File: src/inc/umaf_pkg.sv
package umaf_pkg;
    // *********************************************************************
    // Sampling figures
    // *********************************************************************
    localparam logic [4:0] UMAF_SPB_NORMAL = 5'h10;
    localparam logic [4:0] UMAF_SPB_DOUBLE = 5'h08;
    localparam logic [4:0] UMAF_FIRST_NORMAL = 5'h08;
    localparam logic [4:0] UMAF_FIRST_DOUBLE = 5'h04;
    localparam logic [4:0] UMAF_MID_NORMAL = 5'h09;
    localparam logic [4:0] UMAF_MID_DOUBLE = 5'h05;
    // Character size codes; code 7 selects nine data bits.
    localparam logic [2:0] UMAF_CSZ_NINE = 3'h7;
    localparam logic [3:0] UMAF_DATA_MIN = 4'h5;
    localparam logic [3:0] UMAF_DATA_MAX = 4'h9;
    localparam logic [3:0] UMAF_DP_MAX = 4'hA;
    localparam logic [3:0] UMAF_STOP_TWO = 4'h2;
    localparam logic [8:0] UMAF_DATA_RESET = 9'h000;
    localparam logic [15:0] UMAF_DIV_RESET = 16'h0000;
    localparam int UMAF_DATA_W = 9;

    typedef enum logic [1:0] {
        UMAF_IDLE = 2'b00,
        UMAF_START = 2'b01,
        UMAF_BITS = 2'b10,
        UMAF_STOP = 2'b11
    } umaf_state_type;
endpackage

File: src/inc/umaf_link_if.sv
`timescale 1ns/1ps
// Serial line between the frame sender and the filtering receiver.
interface umaf_link_if;
    logic serial_line;
    modport sender (output serial_line);
    modport receiver (input serial_line);
endinterface

File: src/umaf_rx.sv
`timescale 1ns/1ps
module umaf_rx
    import umaf_pkg::*;
#(
    parameter int DIV_W = 16
) (
    input wire logic clk_sys_i,
    input wire logic resetn_i,
    input wire logic clk_en_i,
    input wire logic [DIV_W-1:0] baud_div_i,
    input wire logic double_speed_select_i,
    input wire logic [2:0] char_size_select_i,
    input wire logic parity_en_i,
    input wire logic parity_odd_i,
    input wire logic address_filter_enable_i,
    input wire logic data_read_i,
    input wire logic tx_complete_flag_i,
    output logic [8:0] data_buffer_o,
    output logic rx_ninth_bit_o,
    output logic rx_complete_flag_o,
    output logic frame_error_flag_o,
    output logic parity_error_flag_o,
    output logic [7:0] ctrl_status_a_o,
    umaf_link_if.receiver link
);
    // *********************************************************************
    // Sample timing
    // *********************************************************************
    umaf_state_type state;
    umaf_state_type next_state;
    logic [DIV_W-1:0] div_cnt;
    logic [4:0] samp;
    logic [3:0] bit_idx;
    logic [9:0] shreg;
    logic [2:0] votes;
    logic line_q;
    logic [8:0] data_q;
    logic ninth_q;
    logic rxc_q;
    logic fe_q;
    logic pe_q;
    logic [7:0] status_q;

    wire logic tick = (div_cnt == '0);
    wire logic [4:0] spb = double_speed_select_i ? UMAF_SPB_DOUBLE :
        UMAF_SPB_NORMAL;
    wire logic [4:0] s_first = double_speed_select_i ? UMAF_FIRST_DOUBLE :
        UMAF_FIRST_NORMAL;
    wire logic [4:0] s_mid = double_speed_select_i ? UMAF_MID_DOUBLE :
        UMAF_MID_NORMAL;
    wire logic [4:0] s_last = s_mid + 5'h01;
    wire logic nine = (char_size_select_i == UMAF_CSZ_NINE);
    wire logic [3:0] nbits = nine ? UMAF_DATA_MAX :
        (UMAF_DATA_MIN + {2'b00, char_size_select_i[1:0]});
    wire logic [3:0] dp_len = nbits + {3'h0, parity_en_i};
    // majority vote.
    // The last centre sample joins the vote on the edge that uses it.
    wire logic [2:0] next_votes = {votes[1:0], link.serial_line};
    wire logic vote = (next_votes[0] & next_votes[1])
        | (next_votes[1] & next_votes[2]) | (next_votes[0] & next_votes[2]);
    wire logic in_window = (samp == s_first) || (samp == s_mid)
        || (samp == s_last);
    wire logic bit_done = tick && (samp == s_last);
    wire logic [9:0] aligned = shreg >> (UMAF_DP_MAX - dp_len);
    wire logic [8:0] dmask = 9'h1FF >> (4'h9 - nbits);
    wire logic [8:0] rx_data = aligned[8:0] & dmask;
    wire logic rx_par = aligned[nbits];
    wire logic par_bad = parity_en_i & (^rx_data ^ parity_odd_i ^ rx_par);
    wire logic frame_type = nine ? rx_data[8] : vote;
    wire logic is_addr = frame_type;
    wire logic accept = !address_filter_enable_i || is_addr;
    wire logic frame_end = (state == UMAF_STOP) && bit_done;
    wire logic store = frame_end && accept;
    wire logic [7:0] next_status = {rxc_q | store, tx_complete_flag_i,
        1'b0, fe_q, 1'b0, pe_q, 1'b0, address_filter_enable_i};

    // *********************************************************************
    // Receive state machine
    // *********************************************************************
    // Next state follows edge detection and bit counting.
    always_comb begin
        next_state = state;
        unique case (state)
            UMAF_IDLE: begin
                if (line_q && !link.serial_line) begin
                    next_state = UMAF_START;
                end
            end
            UMAF_START: begin
                if (bit_done) begin
                    next_state = vote ? UMAF_IDLE : UMAF_BITS;
                end
            end
            UMAF_BITS: begin
                if (bit_done && (bit_idx == dp_len - 4'h1)) begin
                    next_state = UMAF_STOP;
                end
            end
            UMAF_STOP: begin
                if (bit_done) begin
                    next_state = UMAF_IDLE;
                end
            end
        endcase
    end

    // Divider, sample counter and shift register.
    always_ff @(posedge clk_sys_i or negedge resetn_i) begin
        if (!resetn_i) begin
            state <= UMAF_IDLE;
            div_cnt <= UMAF_DIV_RESET[DIV_W-1:0];
            samp <= 5'h00;
            bit_idx <= 4'h0;
            shreg <= 10'h000;
            votes <= 3'h0;
            line_q <= 1'b1;
        end else if (clk_en_i) begin
            state <= next_state;
            line_q <= link.serial_line;
            if (state == UMAF_IDLE) begin
                div_cnt <= baud_div_i;
                samp <= 5'h01;
                bit_idx <= 4'h0;
            end else if (tick) begin
                div_cnt <= baud_div_i;
                if (in_window) begin
                    votes <= next_votes;
                end
                // Restart sampling right after the last vote sample.
                samp <= (samp == s_last) ? (s_last - spb + 5'h01) :
                    samp + 5'h01;
                if (bit_done && state == UMAF_BITS) begin
                    shreg <= {vote, shreg[9:1]};
                    bit_idx <= bit_idx + 4'h1;
                end
            end else begin
                div_cnt <= div_cnt - 1'b1;
            end
        end
    end

    // Receive buffer and flags; a new frame wins over a read.
    // accepted frame stored, flag set.
    always_ff @(posedge clk_sys_i or negedge resetn_i) begin
        if (!resetn_i) begin
            data_q <= UMAF_DATA_RESET;
            ninth_q <= 1'b0;
            rxc_q <= 1'b0;
            fe_q <= 1'b0;
            pe_q <= 1'b0;
            status_q <= 8'h00;
        end else if (clk_en_i) begin
            status_q <= next_status;
            if (store) begin
                data_q <= rx_data;
                ninth_q <= rx_data[8] & nine;
                rxc_q <= 1'b1;
                fe_q <= ~vote;
                pe_q <= par_bad;
            end else if (data_read_i) begin
                rxc_q <= 1'b0;
            end
        end
    end

    assign data_buffer_o = data_q;
    assign rx_ninth_bit_o = ninth_q;
    assign rx_complete_flag_o = rxc_q;
    assign frame_error_flag_o = fe_q;
    assign parity_error_flag_o = pe_q;
    assign ctrl_status_a_o = status_q;
endmodule

File: src/flat_wrapper.sv
// flat-port wrapper written by rule: the top's interface ports become plain ports
module umaf_rx_flat import umaf_pkg::*;
#(
    parameter int DIV_W = 16
)
  (clk_sys_i, resetn_i, clk_en_i, baud_div_i, double_speed_select_i, char_size_select_i, parity_en_i, parity_odd_i, address_filter_enable_i, data_read_i, tx_complete_flag_i, data_buffer_o, rx_ninth_bit_o, rx_complete_flag_o, frame_error_flag_o, parity_error_flag_o, ctrl_status_a_o, link_serial_line);
  umaf_link_if link_i ();
  input wire logic clk_sys_i;
  input wire logic resetn_i;
  input wire logic clk_en_i;
  input wire logic [DIV_W-1:0] baud_div_i;
  input wire logic double_speed_select_i;
  input wire logic [2:0] char_size_select_i;
  input wire logic parity_en_i;
  input wire logic parity_odd_i;
  input wire logic address_filter_enable_i;
  input wire logic data_read_i;
  input wire logic tx_complete_flag_i;
  output logic [8:0] data_buffer_o;
  output logic rx_ninth_bit_o;
  output logic rx_complete_flag_o;
  output logic frame_error_flag_o;
  output logic parity_error_flag_o;
  output logic [7:0] ctrl_status_a_o;
  input wire logic [$bits(link_i.serial_line)-1:0] link_serial_line;
  assign link_i.serial_line = link_serial_line;
  umaf_rx #(.DIV_W(DIV_W)) u_core (.clk_sys_i(clk_sys_i), .resetn_i(resetn_i), .clk_en_i(clk_en_i), .baud_div_i(baud_div_i), .double_speed_select_i(double_speed_select_i), .char_size_select_i(char_size_select_i), .parity_en_i(parity_en_i), .parity_odd_i(parity_odd_i), .address_filter_enable_i(address_filter_enable_i), .data_read_i(data_read_i), .tx_complete_flag_i(tx_complete_flag_i), .data_buffer_o(data_buffer_o), .rx_ninth_bit_o(rx_ninth_bit_o), .rx_complete_flag_o(rx_complete_flag_o), .frame_error_flag_o(frame_error_flag_o), .parity_error_flag_o(parity_error_flag_o), .ctrl_status_a_o(ctrl_status_a_o), .link(link_i));
endmodule
File: config.mk
export PLATFORM = sky130hd
export DESIGN_NAME = umaf_rx_flat
export DESIGN_NICKNAME = d
export VERILOG_FILES = /design/src/inc/umaf_pkg.sv /design/src/inc/umaf_link_if.sv /design/src/umaf_rx.sv /design/src/flat_wrapper.sv
export SDC_FILE = /design/constraint.sdc
export NUM_CORES = 1
export LEC_CHECK = 0
export ABC_AREA = 0
export BUFFER_PORTS_ARGS = -buffer_cell sky130_fd_sc_hd__buf_2
export CELL_PAD_IN_SITES_DETAIL_PLACEMENT = 0
export CELL_PAD_IN_SITES_GLOBAL_PLACEMENT = 1
export CORE_MARGIN = 4
export CORE_UTILIZATION = 30
export DETAILED_ROUTE_END_ITERATION = 8
export PLACE_DENSITY = 0.63
export SETUP_SLACK_MARGIN = 0.1
export SLEW_MARGIN = 20
export SYNTH_ARGS = -nofsm -noshare
export SYNTH_HDL_FRONTEND = slang
export SYNTH_SLANG_ARGS = --single-unit
export TNS_END_PERCENT = 50
File: constraint.sdc
create_clock -name clk_sys_i -period 2.55 [get_ports clk_sys_i]
set_input_delay 0.51 -clock clk_sys_i [delete_from_list [all_inputs] [get_ports clk_sys_i]]
set_output_delay 0.51 -clock clk_sys_i [all_outputs]
set_load 0.02 [all_outputs]
After elaboration in Yosys (flattened, before gate mapping)
Cells that the tools add are included.
{ "classes": {"reduce_logical": 24, "n_bitwise": 13, "mux": 23, "n_addsub": 11, "order_cmp": 1, "n_eq_ne": 12, "shifts": 2} }
{ "ops": {"columns": ["cell", "n"], "rows": [
  ["16-bit 2-to-1 mux", 2],
  ["4-bit 2-to-1 mux", 6],
  ["5-bit 2-to-1 mux", 4],
  ["16-bit zero test", 1],
  ["16-bit by 1-bit subtractor with 16-bit output, second input constant", 1],
  ["5-bit by 1-bit adder with 5-bit output, second input constant", 3],
  ["5-bit equality test", 3],
  ["2-bit 2-to-1 mux", 5],
  ["10-bit by 4-bit >> shifter with 10-bit output", 1],
  ["9-bit AND", 1],
  ["9-bit parity", 1],
  ["9-bit by 4-bit >> shifter with 9-bit output, first input constant", 1],
  ["2-bit by 1-bit inequality test with 1-bit output, second input constant", 4],
  ["2-bit case mux with 4 select lines", 1],
  ["4-bit AND reduction", 2],
  ["4-bit subtractor, first input constant", 2],
  ["1-bit logical AND", 6],
  ["2-bit AND reduction", 3],
  ["2-bit nonzero test", 3],
  ["1-bit AND", 5],
  ["4-bit by 5-bit less-than comparator with 1-bit output, second input constant", 1],
  ["5-bit AND reduction", 1],
  ["5-bit subtractor", 1],
  ["3-bit by 2-bit adder with 4-bit output, first input constant", 1],
  ["16 further kinds", 27]
]} }
{ "totals": {"out_inout_bits": 21, "word_cells": 99, "reg_bits": 58, "input_bits": 29} }

Longest topological paths before layout
Gate-level depths: netlist of the first run.
{ "logic_depth": {"ltp_word": 11, "ltp_mapped": 15, "ltp_nobuf": 14} }

Worst setup path after synthesis of the first run
Ideal clock, no wire load.
{ "synth_path": {"kind": "in2reg", "startpoint": "input port char_size_select_i[0]", "endpoint": "register u_core.pe_q (netlist: u_core.parity_error_flag_o)", "required_time_ns": 2.467, "slack_ns": -1.510, "path_buffers": 1, "setup_ns": 0.083, "path_stages": 15, "t_arrival_ns": 3.977, "cell_sequence": "ha_1 -> a21boi_0 -> inv_1 -> ha_1 -> fa_1 -> ha_1 -> buf_6 -> mux2i_1 -> o21ai_2 -> nand2_1 -> a221o_1 -> xor2_1 -> xnor2_1 -> xnor3_1 -> o21ai_0"} }
{ "synth_via": {"elab_chain_len": 10, "word_cells_on_any_way": 19, "classes_between": "add/sub (4); eq/ne (1); shift (2); mux (4); bitwise (4); reduce/logical (4)"} }
{ "synth_lines": {"columns": ["element", "line", "text"], "rows": [
  ["from (decl)", "flat_wrapper.sv:13", "input wire logic [2:0] char_size_select_i;"],
  ["parallel branches: the longest is 10 deep, another holds 3-bit by 2-bit adder with 4-bit output", null, null],
  ["to (signal assigned)", "umaf_rx.sv:159", "pe_q <= par_bad;"],
  ["to (decl)", "umaf_rx.sv:41", "logic pe_q;"]
]} }
Several ways; the timed one is not identified. The select of a mux whose other input is x is not followed.
A chain may end at the register's enable or synchronous reset.

Final worst setup path of the first run
Same ends and word-level chain as after synthesis.

==> reports/summary.txt, run 1 <==
status -> finished with violations
failing checks -> setup timing
CTS tree -> built
vias per std cell -> 4.91
ANT nets after route -> 0
startpoint types -> input port
total CTS buffers -> 9
Switching Share -> 29.7%
Leakage -> 0.00236 uW
dominant synthesized flop cell -> dfrtp_1
largest net degree at the start of global routing -> 33
Core Rows -> 40
DP Cell Count -> 663
DRC -> 0
Arrival @ worst endpoint -> 3.59 ns
GRT Residual Overflow -> 0
number of antenna violations at the first check in global routing -> 0
Area contributors post-synth -> dfrtp_1 39%, o21ai_0 6.0%, nand2_1 5.9%
Synth-to-Final Area Change -> 38.6%
max-slew violation count -> 0
Ports -> 50
first-pass GRT wire length -> 17100 microns
Crit path required time -> 2.81 ns
Die X -> 119 microns
drt wl/cell -> 14.7 microns
die height -> 119 microns
die area -> 0.0142 sq mm
maximum fanout along the worst path -> 4
Layout Cells excl Fill -> 687
busiest grt layer -> met2
Switch Pwr -> 984 uW
synth unique cells -> 65
H-Tree Level Count -> 3
number of global-route vias before repair -> 3452
Yosys top cell by area -> dfrtp_1
CTS Sinks -> 58
Mapped Avg Cell Area -> 9.08 sq um
fraction of layout instances using a drive strength above 1 -> 37.8%
MaxCap Viol Count -> 0
Comb power frac -> 24.8%
Vias -> 3373
Placer Congestion -> 0.813
Rel. slew slack -> 40.5%
Routed WL -> 10100 microns
Max clock buf depth -> 2
Final WS setup -> -0.788 ns
Slew @ Worst Pin -> 0.885 ns
Setup-failing EPs final -> 14
RSZ-0062 raised after global routing -> yes
DR iter-0 viols -> 236
Synth top area share -> 38.6%
Initial DRT Pass Iterations -> 5
starting density of the core -> 30.7%
critical path class -> input port to flip-flop
period utilization -> 131%
IO Port Bufs -> 46
final hold violation count -> 0
sequential share of power -> 35.8%
met2 Use GR -> 24.1%
sequential element share of the synthesized area -> 39.3%
later-pin clock latency in the skew report -> 0.33 ns
crit path time final -> 3.34 ns
Mapped Area -> 0.00370 sq mm
clk slew on worst S/H paths -> 0.06 ns
asr flop ratio synth -> 100%
Hold Buf Count CTS -> 0
fin nets -> 557
ANT cells -> 0
design area -> 0.00512 sq mm
crit end category -> flip-flop
Post-synth top cells -> 58 x nand2_1, 57 x dfrtp_1, 44 x o21ai_0, 35 x nor2_1, 26 x a21oi_1
DPL Wire Length -> 7360 microns
top-count cell post-synth -> nand2_1
YS warnings -> 0
area of the core -> 0.0121 sq mm
Final Skew -> 0.00624 ns
total power -> 3310 uW
number of flops mapped to enable cells by yosys -> 0
Pwr per Cell Area -> 646 mW/mm^2
Clk pwr share -> 39.4%
Synth Register Bits -> 58
HP Class -> input port to asynchronous set/reset pin
synthesized instance count -> 407
Max IR drop VDD -> 0.281 mV
met1 usage -> 19.6%
Total GRT Usage -> 14.9%
Placement Cell Area -> 0.00458 sq mm
FMAX -> 0.300 GHz
met3 Track Usage GR -> 3.23%
clock root buffer -> clkbuf_16
Cell Int Power -> 2330 uW
## final timing paths
path                                          from                         end  slack, ns  depth (start not counted)
max                          char_size_select_i[0]  u_core.parity_error_flag_o      -0.79                         15
min                                       resetn_i           u_core.div_cnt[9]       0.20                          1
max reg2reg                      u_core.div_cnt[7]          u_core.div_cnt[15]       0.06                          8
min reg2reg                u_core.data_buffer_o[2]     u_core.data_buffer_o[2]       0.45                          2
max in group asynchronous                 resetn_i               u_core.line_q       1.68                          2
min in group clk_sys_i          tx_complete_flag_i   u_core.ctrl_status_a_o[6]       0.43                          2
## worst max-delay path, stage by stage
cell	delay (ns)
buf_8	0.10
ha_4	0.16
a21boi_4	0.13
inv_2	0.06
ha_4	0.15
fa_2	0.45
ha_4	0.33
mux4_2	0.54
nand2_2	0.09
a21o_1	0.18
xnor2_1	0.09
o22ai_1	0.18
xnor2_1	0.17
xnor3_1	0.33
o21ai_1	0.11
## power groups by stage
| stage | sequential, uW | combinational, uW | clock (uW) |
|---|---|---|---|
| after floorplan | 1200 | 439 | 0 |
| after global placement | 1190 | 748 | 0 |
| after detailed placement | 1200 | 767 | 0 |
| after CTS | 1180 | 819 | 1330 |
| after global routing | 1200 | 912 | 1390 |
| final | 1190 | 821 | 1300 |
## sequential cells by signal, indices dropped and copies added, names as in the netlist, 2 cells and up, named ones only
name                    cells
u_core.bit_idx              4
u_core.samp                 5
u_core.data_buffer_o        9
u_core.ctrl_status_a_o      5
u_core.div_cnt             16
u_core.votes                2
u_core.shreg               10
## cell families after synthesis
family                   count (synthesis)  synth area share (%)
AO/OA/AOI/OAI                           99                  15.7
flip-flops                              58                  39.3
XOR/XNOR                                16                  4.16
buffers and inverters                   36                  4.47
other                                    1                 0.101
AND/OR/NAND/NOR                        152                  20.0
adder cells (fa/ha/maj)                 15                  5.21
multiplexers                            30                  11.1
## placed cells by master (no fill, tap or decap), drive strengths merged, types with 8 or more instances in the layout
master,netlist,layout
nand3,17,17
buf,8,115
clkbuf,14,11
nor2,35,35
o21ai,47,47
dfrtp,57,57
nand2,58,58
a21oi,27,27
inv,14,14
ha,13,13
mux2,19,19
xnor2,8,8
## layer usage
metal	vias up	part of all wire, %
met5	-	0
met4	0	1.2
met3	11	3.5
met2	67	48
met1	1635	48
li1	1660	-
## through the flow
step / setup WS, ns / TNS (ns) / hold WS (ns) / util [%]
after global routing: -0.998 / -6.62 / 0.256 / 42.5
final: -0.788 / -4.68 / 0.204 / 42.5
after global placement: -1.15 / -11.29 / 0.450 / 38.0
after floorplan: -1.01 / -7.00 / 0.214 / -
after detailed placement: -1.20 / -12.15 / 0.452 / 38.0
after CTS: -0.770 / -4.95 / 0.236 / 42.3
## final cells by class
cell class              instances  area [sq um]
well taps                     168           210
multi-input cells             316          2270
inverters                      14          52.6
clock buffers                  11           243
clock inverters                 5          77.6
fillers                      1192          6940
repair buffers                115           823
flip-flops and latches         58          1450
## timing repair
action / in CTS / in global routing
resized for setup: 40 / 4
setup endpoints to repair: 18 / 19
buffers inserted: 7 / 0
gates cloned: 1 / 0
pin swaps: 20 / 5
(Power assumes the default switching activity.)
==> run 2: changes to the inputs <==
--- a/config.mk
+++ b/config.mk
@@ -6,13 +6,13 @@
 export NUM_CORES = 1
 export LEC_CHECK = 0
 export ABC_AREA = 0
-export BUFFER_PORTS_ARGS = -buffer_cell sky130_fd_sc_hd__buf_2
 export CELL_PAD_IN_SITES_DETAIL_PLACEMENT = 0
 export CELL_PAD_IN_SITES_GLOBAL_PLACEMENT = 1
 export CORE_MARGIN = 4
 export CORE_UTILIZATION = 30
 export DETAILED_ROUTE_END_ITERATION = 8
-export PLACE_DENSITY = 0.63
+export DONT_BUFFER_PORTS = 1
+export PLACE_DENSITY = 0.58
 export SETUP_SLACK_MARGIN = 0.1
 export SLEW_MARGIN = 20
 export SYNTH_ARGS = -nofsm -noshare
==> run 2 against run 1 <==
Effect of this change:
- the run still ends with setup timing left
- clock skew up 0.00098 ns
- fmax up 2.6%
- total power shrank 6.6%
- non-clock buffer count decreased by 51
- combinational power decreased by 7.7%
- wire length is 3.7% lower
- critical path type unchanged
==> reports/summary.txt, run 2 (synthesized netlist as in run 1, its figures left out) <==
status -> finished with violations
failing checks -> setup timing
Placer Congestion -> 0.853
DRC -> 0
FMAX -> 0.307 GHz
multi-input combinational cell area -> 0.00228 sq mm
Die X -> 119 microns
Arrival @ worst endpoint -> 3.51 ns
vias per std cell -> 4.96
CTS tree -> built
max FFs per register -> 16
Routed WL -> 9750 microns
# fillers -> 1219
area of the core -> 0.0121 sq mm
Layout Cells excl Fill -> 635
Rel. slew slack -> 55.2%
ANT nets after route -> 0
first-pass GRT wire length -> 16100 microns
total CTS buffers -> 9
Ports -> 50
Max IR drop VDD -> 0.306 mV
DR iter-0 viols -> 138
later-pin clock latency in the skew report -> 0.33 ns
Largest Register -> u_core.div_cnt
Leakage -> 0.00211 uW
IO Port Bufs -> 0
ANT cells -> 0
Final WS setup -> -0.705 ns
Total GRT Usage -> 14.1%
Synth-to-Final Area Change -> 30.3%
crit path time final -> 3.25 ns
FF+latch area -> 0.00145 sq mm
drt wl/cell -> 15.4 microns
GRT Residual Overflow -> 0
most frequent cells in the layout -> 57 x dfrtp_1, 53 x buf_4, 48 x nand2_1
max-slew violation count -> 0
commonest non-fill, non-tap cell in the layout -> dfrtp_1
setup TNS -> -3.60 ns
HP Class -> input port to asynchronous set/reset pin
clk slew on worst S/H paths -> 0.05 ns
total power -> 3090 uW
MaxCap Viol Count -> 0
Initial DRT Pass Iterations -> 4
final hold violation count -> 0
clock root buffer -> clkbuf_16
Crit path required time -> 2.80 ns
Max clock buf depth -> 2
period utilization -> 128%
startpoint types -> input port
Core Rows -> 40
largest net degree at the start of global routing -> 58
DP Cell Count -> 607
CTS Sinks -> 58
number of global-route vias before repair -> 3066
number of antenna violations at the first check in global routing -> 0
RSZ-0062 raised after global routing -> yes
maximum fanout along the worst path -> 6
die area -> 0.0142 sq mm
critical path class -> input port to flip-flop
Pwr per Cell Area -> 642 mW/mm^2
Slew @ Worst Pin -> 0.669 ns
Final Skew -> 0.00722 ns
DPL Wire Length -> 7000 microns
crit end category -> flip-flop
die height -> 119 microns
starting density of the core -> 30.7%
fin nets -> 505
H-Tree Level Count -> 3
Vias -> 3148
fraction of layout instances using a drive strength above 1 -> 32.3%
Setup-failing EPs final -> 13
-- run 2: changes by cell type in the layout (fill, tap and decap cells not counted), moves of 2 or more --
| cell | change |
|---|---|
| buf_12 | -2 |
| buf_2 | -44 |
| buf_4 | -5 |
| bufinv_16 | -2 |
| clkbuf_8 | +2 |
| nand2_1 | -5 |
| nand2_2 | +5 |
-- run 2: critical path: stages --
cell	delay (ns)
ha_4	0.15
a21boi_4	0.16
inv_2	0.07
ha_4	0.16
fa_2	0.55
ha_4	0.22
buf_6	0.13
mux2i_2	0.15
o21ai_2	0.15
nand2_1	0.06
a221o_1	0.35
xor2_1	0.18
xnor2_1	0.20
xnor3_1	0.33
o21ai_1	0.12
-- run 2: per-stage QoR --
step	setup slack [ns]	util (%)	hold slack, ns	area [sq um]
CTS	-0.696	39.2	0.0132	4730
detailed placement	-1.04	35.2	0.217	4250
global route	-0.875	39.9	0.0132	4820
finish	-0.705	39.9	0.0241	4820
floorplan	-1.01	-	0.214	3770
global placement	-0.989	35.2	0.216	4250
-- run 2: routing by layer --
metal  wire length (microns)  GRT usage [%]  part of all wire (%)  vias up
met5                       0              0                     0        -
met3                     387           2.90                   4.0       13
li1                        -              -                     -     1550
met4                     209           6.23                   2.1        0
met1                    4630           19.6                    48     1522
met2                    4520           21.2                    46       63
-- run 2: what timing repair did --
| item | CTS | global route |
|---|---|---|
| hold buffers | 1 | 0 |
| endpoints found under the setup margin | 18 | 29 |
| gates cloned | 0 | 0 |
| endpoints found under the hold margin | 57 | 0 |
| pin swaps | 20 | 12 |
| buffers inserted | 9 | 2 |
| gates resized for setup | 29 | 20 |
-- run 2: path summary, 6_finish.rpt --
path / depth (start not counted) / to / slack, ns / start
min in group clk_sys_i: 1 / u_core.div_cnt[15] / 0.27 / clk_en_i
worst min-delay path: 0 / u_core.line_q / 0.02 / resetn_i
worst max register to register: 8 / u_core.div_cnt[15] / 0.02 / u_core.div_cnt[3]
max in group asynchronous: 1 / u_core.shreg[7] / 2.25 / resetn_i
worst min register to register: 2 / u_core.line_q / 0.50 / u_core.line_q
worst max-delay path: 15 / u_core.parity_error_flag_o / -0.70 / char_size_select_i[0]
-- run 2: where the power goes --
part           total [uW]  switching, uW  internal, uW
combinational         758            377           381
sequential           1190            140          1050
clock                1140            409           733
-- run 2: layout make-up --
class                      instances  area share [%]
multi-input combinational        315            47.3
sequential                        58            30.2
timing repair buffer              64            11.2
clock buffer                      14            5.69
tap                              168            4.36
inverter                          14            1.09
clock inverter                     2           0.208
==> run 3: changes to the inputs <==
--- a/config.mk
+++ b/config.mk
@@ -8,7 +8,7 @@
 export ABC_AREA = 0
 export CELL_PAD_IN_SITES_DETAIL_PLACEMENT = 0
 export CELL_PAD_IN_SITES_GLOBAL_PLACEMENT = 1
-export CORE_MARGIN = 4
+export CORE_MARGIN = 5
 export CORE_UTILIZATION = 30
 export DETAILED_ROUTE_END_ITERATION = 8
 export DONT_BUFFER_PORTS = 1
==> run 3 against run 2 <==
Effect of this change:
- the run still ends with setup timing left
- cell count decreased by 0.94%
- first-iteration DRC count increased by 68%
- core utilization decreased by 0.56 points
- sequential cell count unchanged
- sequential power about the same
- clock power increased by 8%
- worst hold slack improved by 0.0022 ns
- count of clock-buffer cells in the layout decreased by 3
- wire length decreased by 0.94%
- non-clock buffer count decreased by 6
- critical path type unchanged
- critical endpoint unchanged
- highest routed layer unchanged
==> reports/summary.txt, run 3 (synthesized netlist as in run 1, its figures left out) <==
later-pin clock latency in the skew report -> 0.33 ns
fin util -> 39.4%
Total GRT Usage -> 13.4%
DR iter-0 viols -> 232
Ports -> 50
Leakage -> 0.00208 uW
Pwr per Cell Area -> 663 mW/mm^2
fin nets -> 499
crit path time final -> 3.26 ns
ANT nets after route -> 0
GRT Residual Overflow -> 0
Rel. slew slack -> 54.4%
largest net degree at the start of global routing -> 58
Routed WL -> 9660 microns
RSZ-0062 raised after global routing -> yes
Die X -> 121 microns
number of antenna violations at the first check in global routing -> 0
CTS Sinks -> 58
number of global-route vias before repair -> 3006
commonest non-fill, non-tap cell in the layout -> dfrtp_1
Synth-to-Final Area Change -> 28.5%
area of the core -> 0.0121 sq mm
failing checks -> setup timing
clock root buffer -> clkbuf_16
Final WS setup -> -0.713 ns
Placer Congestion -> 0.874
Crit path required time -> 2.80 ns
FMAX -> 0.307 GHz
Worst R2R End -> u_core.div_cnt[15]
DPL Wire Length -> 6980 microns
startpoint types -> input port
Arrival @ worst endpoint -> 3.51 ns
Layout Cells excl Fill -> 629
Core Rows -> 40
CTS tree -> built
H-Tree Level Count -> 3
fraction of layout instances using a drive strength above 1 -> 30.8%
Setup WS pre-CTS -> -1.08 ns
drt wl/cell -> 15.4 microns
Vias -> 3119
IO Port Bufs -> 0
r2r setup slk -> 0.03 ns
maximum fanout along the worst path -> 5
period utilization -> 128%
total CTS buffers -> 9
MaxCap Viol Count -> 0
starting density of the core -> 30.7%
Max clock buf depth -> 2
crit end category -> flip-flop
Max IR drop VDD -> 0.264 mV
status -> finished with violations
final hold violation count -> 0
vias per std cell -> 4.96
Initial DRT Pass Iterations -> 4
Slew @ Worst Pin -> 0.680 ns
DRC -> 0
Setup-failing EPs final -> 13
ANT cells -> 0
die height -> 121 microns
max FFs per register -> 16
die area -> 0.0146 sq mm
Critical R2R Launch -> u_core.div_cnt[7]
Largest Register -> u_core.div_cnt
DP Cell Count -> 610
HP Class -> input port to asynchronous set/reset pin
most frequent cells in the layout -> 57 x dfrtp_1, 52 x buf_4, 51 x nand2_1
clk slew on worst S/H paths -> 0.05 ns
first-pass GRT wire length -> 15600 microns
max-slew violation count -> 0
r2r worst-path depth -> 8
critical path class -> input port to flip-flop
Final Skew -> 0.0117 ns
-- run 3: changes by cell type in the layout (fill, tap and decap cells not counted), sizes merged --
cell and delta:
buf -6, clkbuf -3, bufinv +1, clkinv +1, clkinvlp +1
-- run 3: worst max-delay path by stage --
stage | startpoint | to | slack, ns | cells past startpoint
floorplan | char_size_select_i[0] | u_core.parity_error_flag_o | -1.01 | 14
global placement | char_size_select_i[0] | u_core.parity_error_flag_o | -1.01 | 14
detailed placement | char_size_select_i[0] | u_core.parity_error_flag_o | -1.08 | 15
CTS | char_size_select_i[0] | u_core.parity_error_flag_o | -0.69 | 14
global route | char_size_select_i[0] | u_core.parity_error_flag_o | -0.81 | 14
finish | char_size_select_i[0] | u_core.parity_error_flag_o | -0.71 | 14
-- run 3: metal layers --
metal  routed length (microns)  GRT usage, %
met2                      4330          20.1
met3                       449          3.82
met4                       154          5.10
met5                         0             0
met1                      4720          18.4
-- run 3: power by group --
group          internal [uW]  total [uW]  switching [uW]
Combinational            363         743             380
Clock                    803        1230             425
Sequential              1050        1180             125
-- run 3: timing repair --
action                                  4_1_cts  5_1_grt
resized for setup                            28        9
buffers inserted                              1        1
endpoints found under the hold margin        57        0
pin swaps                                     6        0
hold buffers                                  1        0
endpoints found under the setup margin       16       27
-- run 3: worst max-delay path: stages --
cell	delay (ns)
ha_4	0.15
a21boi_4	0.14
inv_2	0.06
ha_4	0.15
fa_2	0.48
ha_4	0.32
mux4_2	0.52
inv_2	0.06
o22a_1	0.21
xnor2_1	0.13
o22ai_1	0.10
xnor2_1	0.21
xnor3_1	0.34
o21ai_1	0.12
-- run 3: final cells by class --
| cell class | instances | area (sq um) |
|---|---|---|
| inverters | 14 | 52.6 |
| clock buffers | 11 | 253 |
| well taps | 168 | 210 |
| repair buffers | 58 | 474 |
| multi-input cells | 315 | 2250 |
| flip-flops and latches | 58 | 1450 |
| fillers | 1199 | 7310 |
| clock inverters | 5 | 52.6 |
-- run 3: stage by stage --
stage                     TNS (ns)  area [sq um]  total power, uW  hold slack [ns]
after detailed placement    -10.13          4270             1890            0.218
after CTS                    -3.87          4700             3180           0.0113
after global placement       -9.84          4270             1870            0.219
final                        -4.04          4750             3150           0.0262
after floorplan              -7.00          3770             1640            0.214
after global routing         -5.06          4750             3340          0.00297
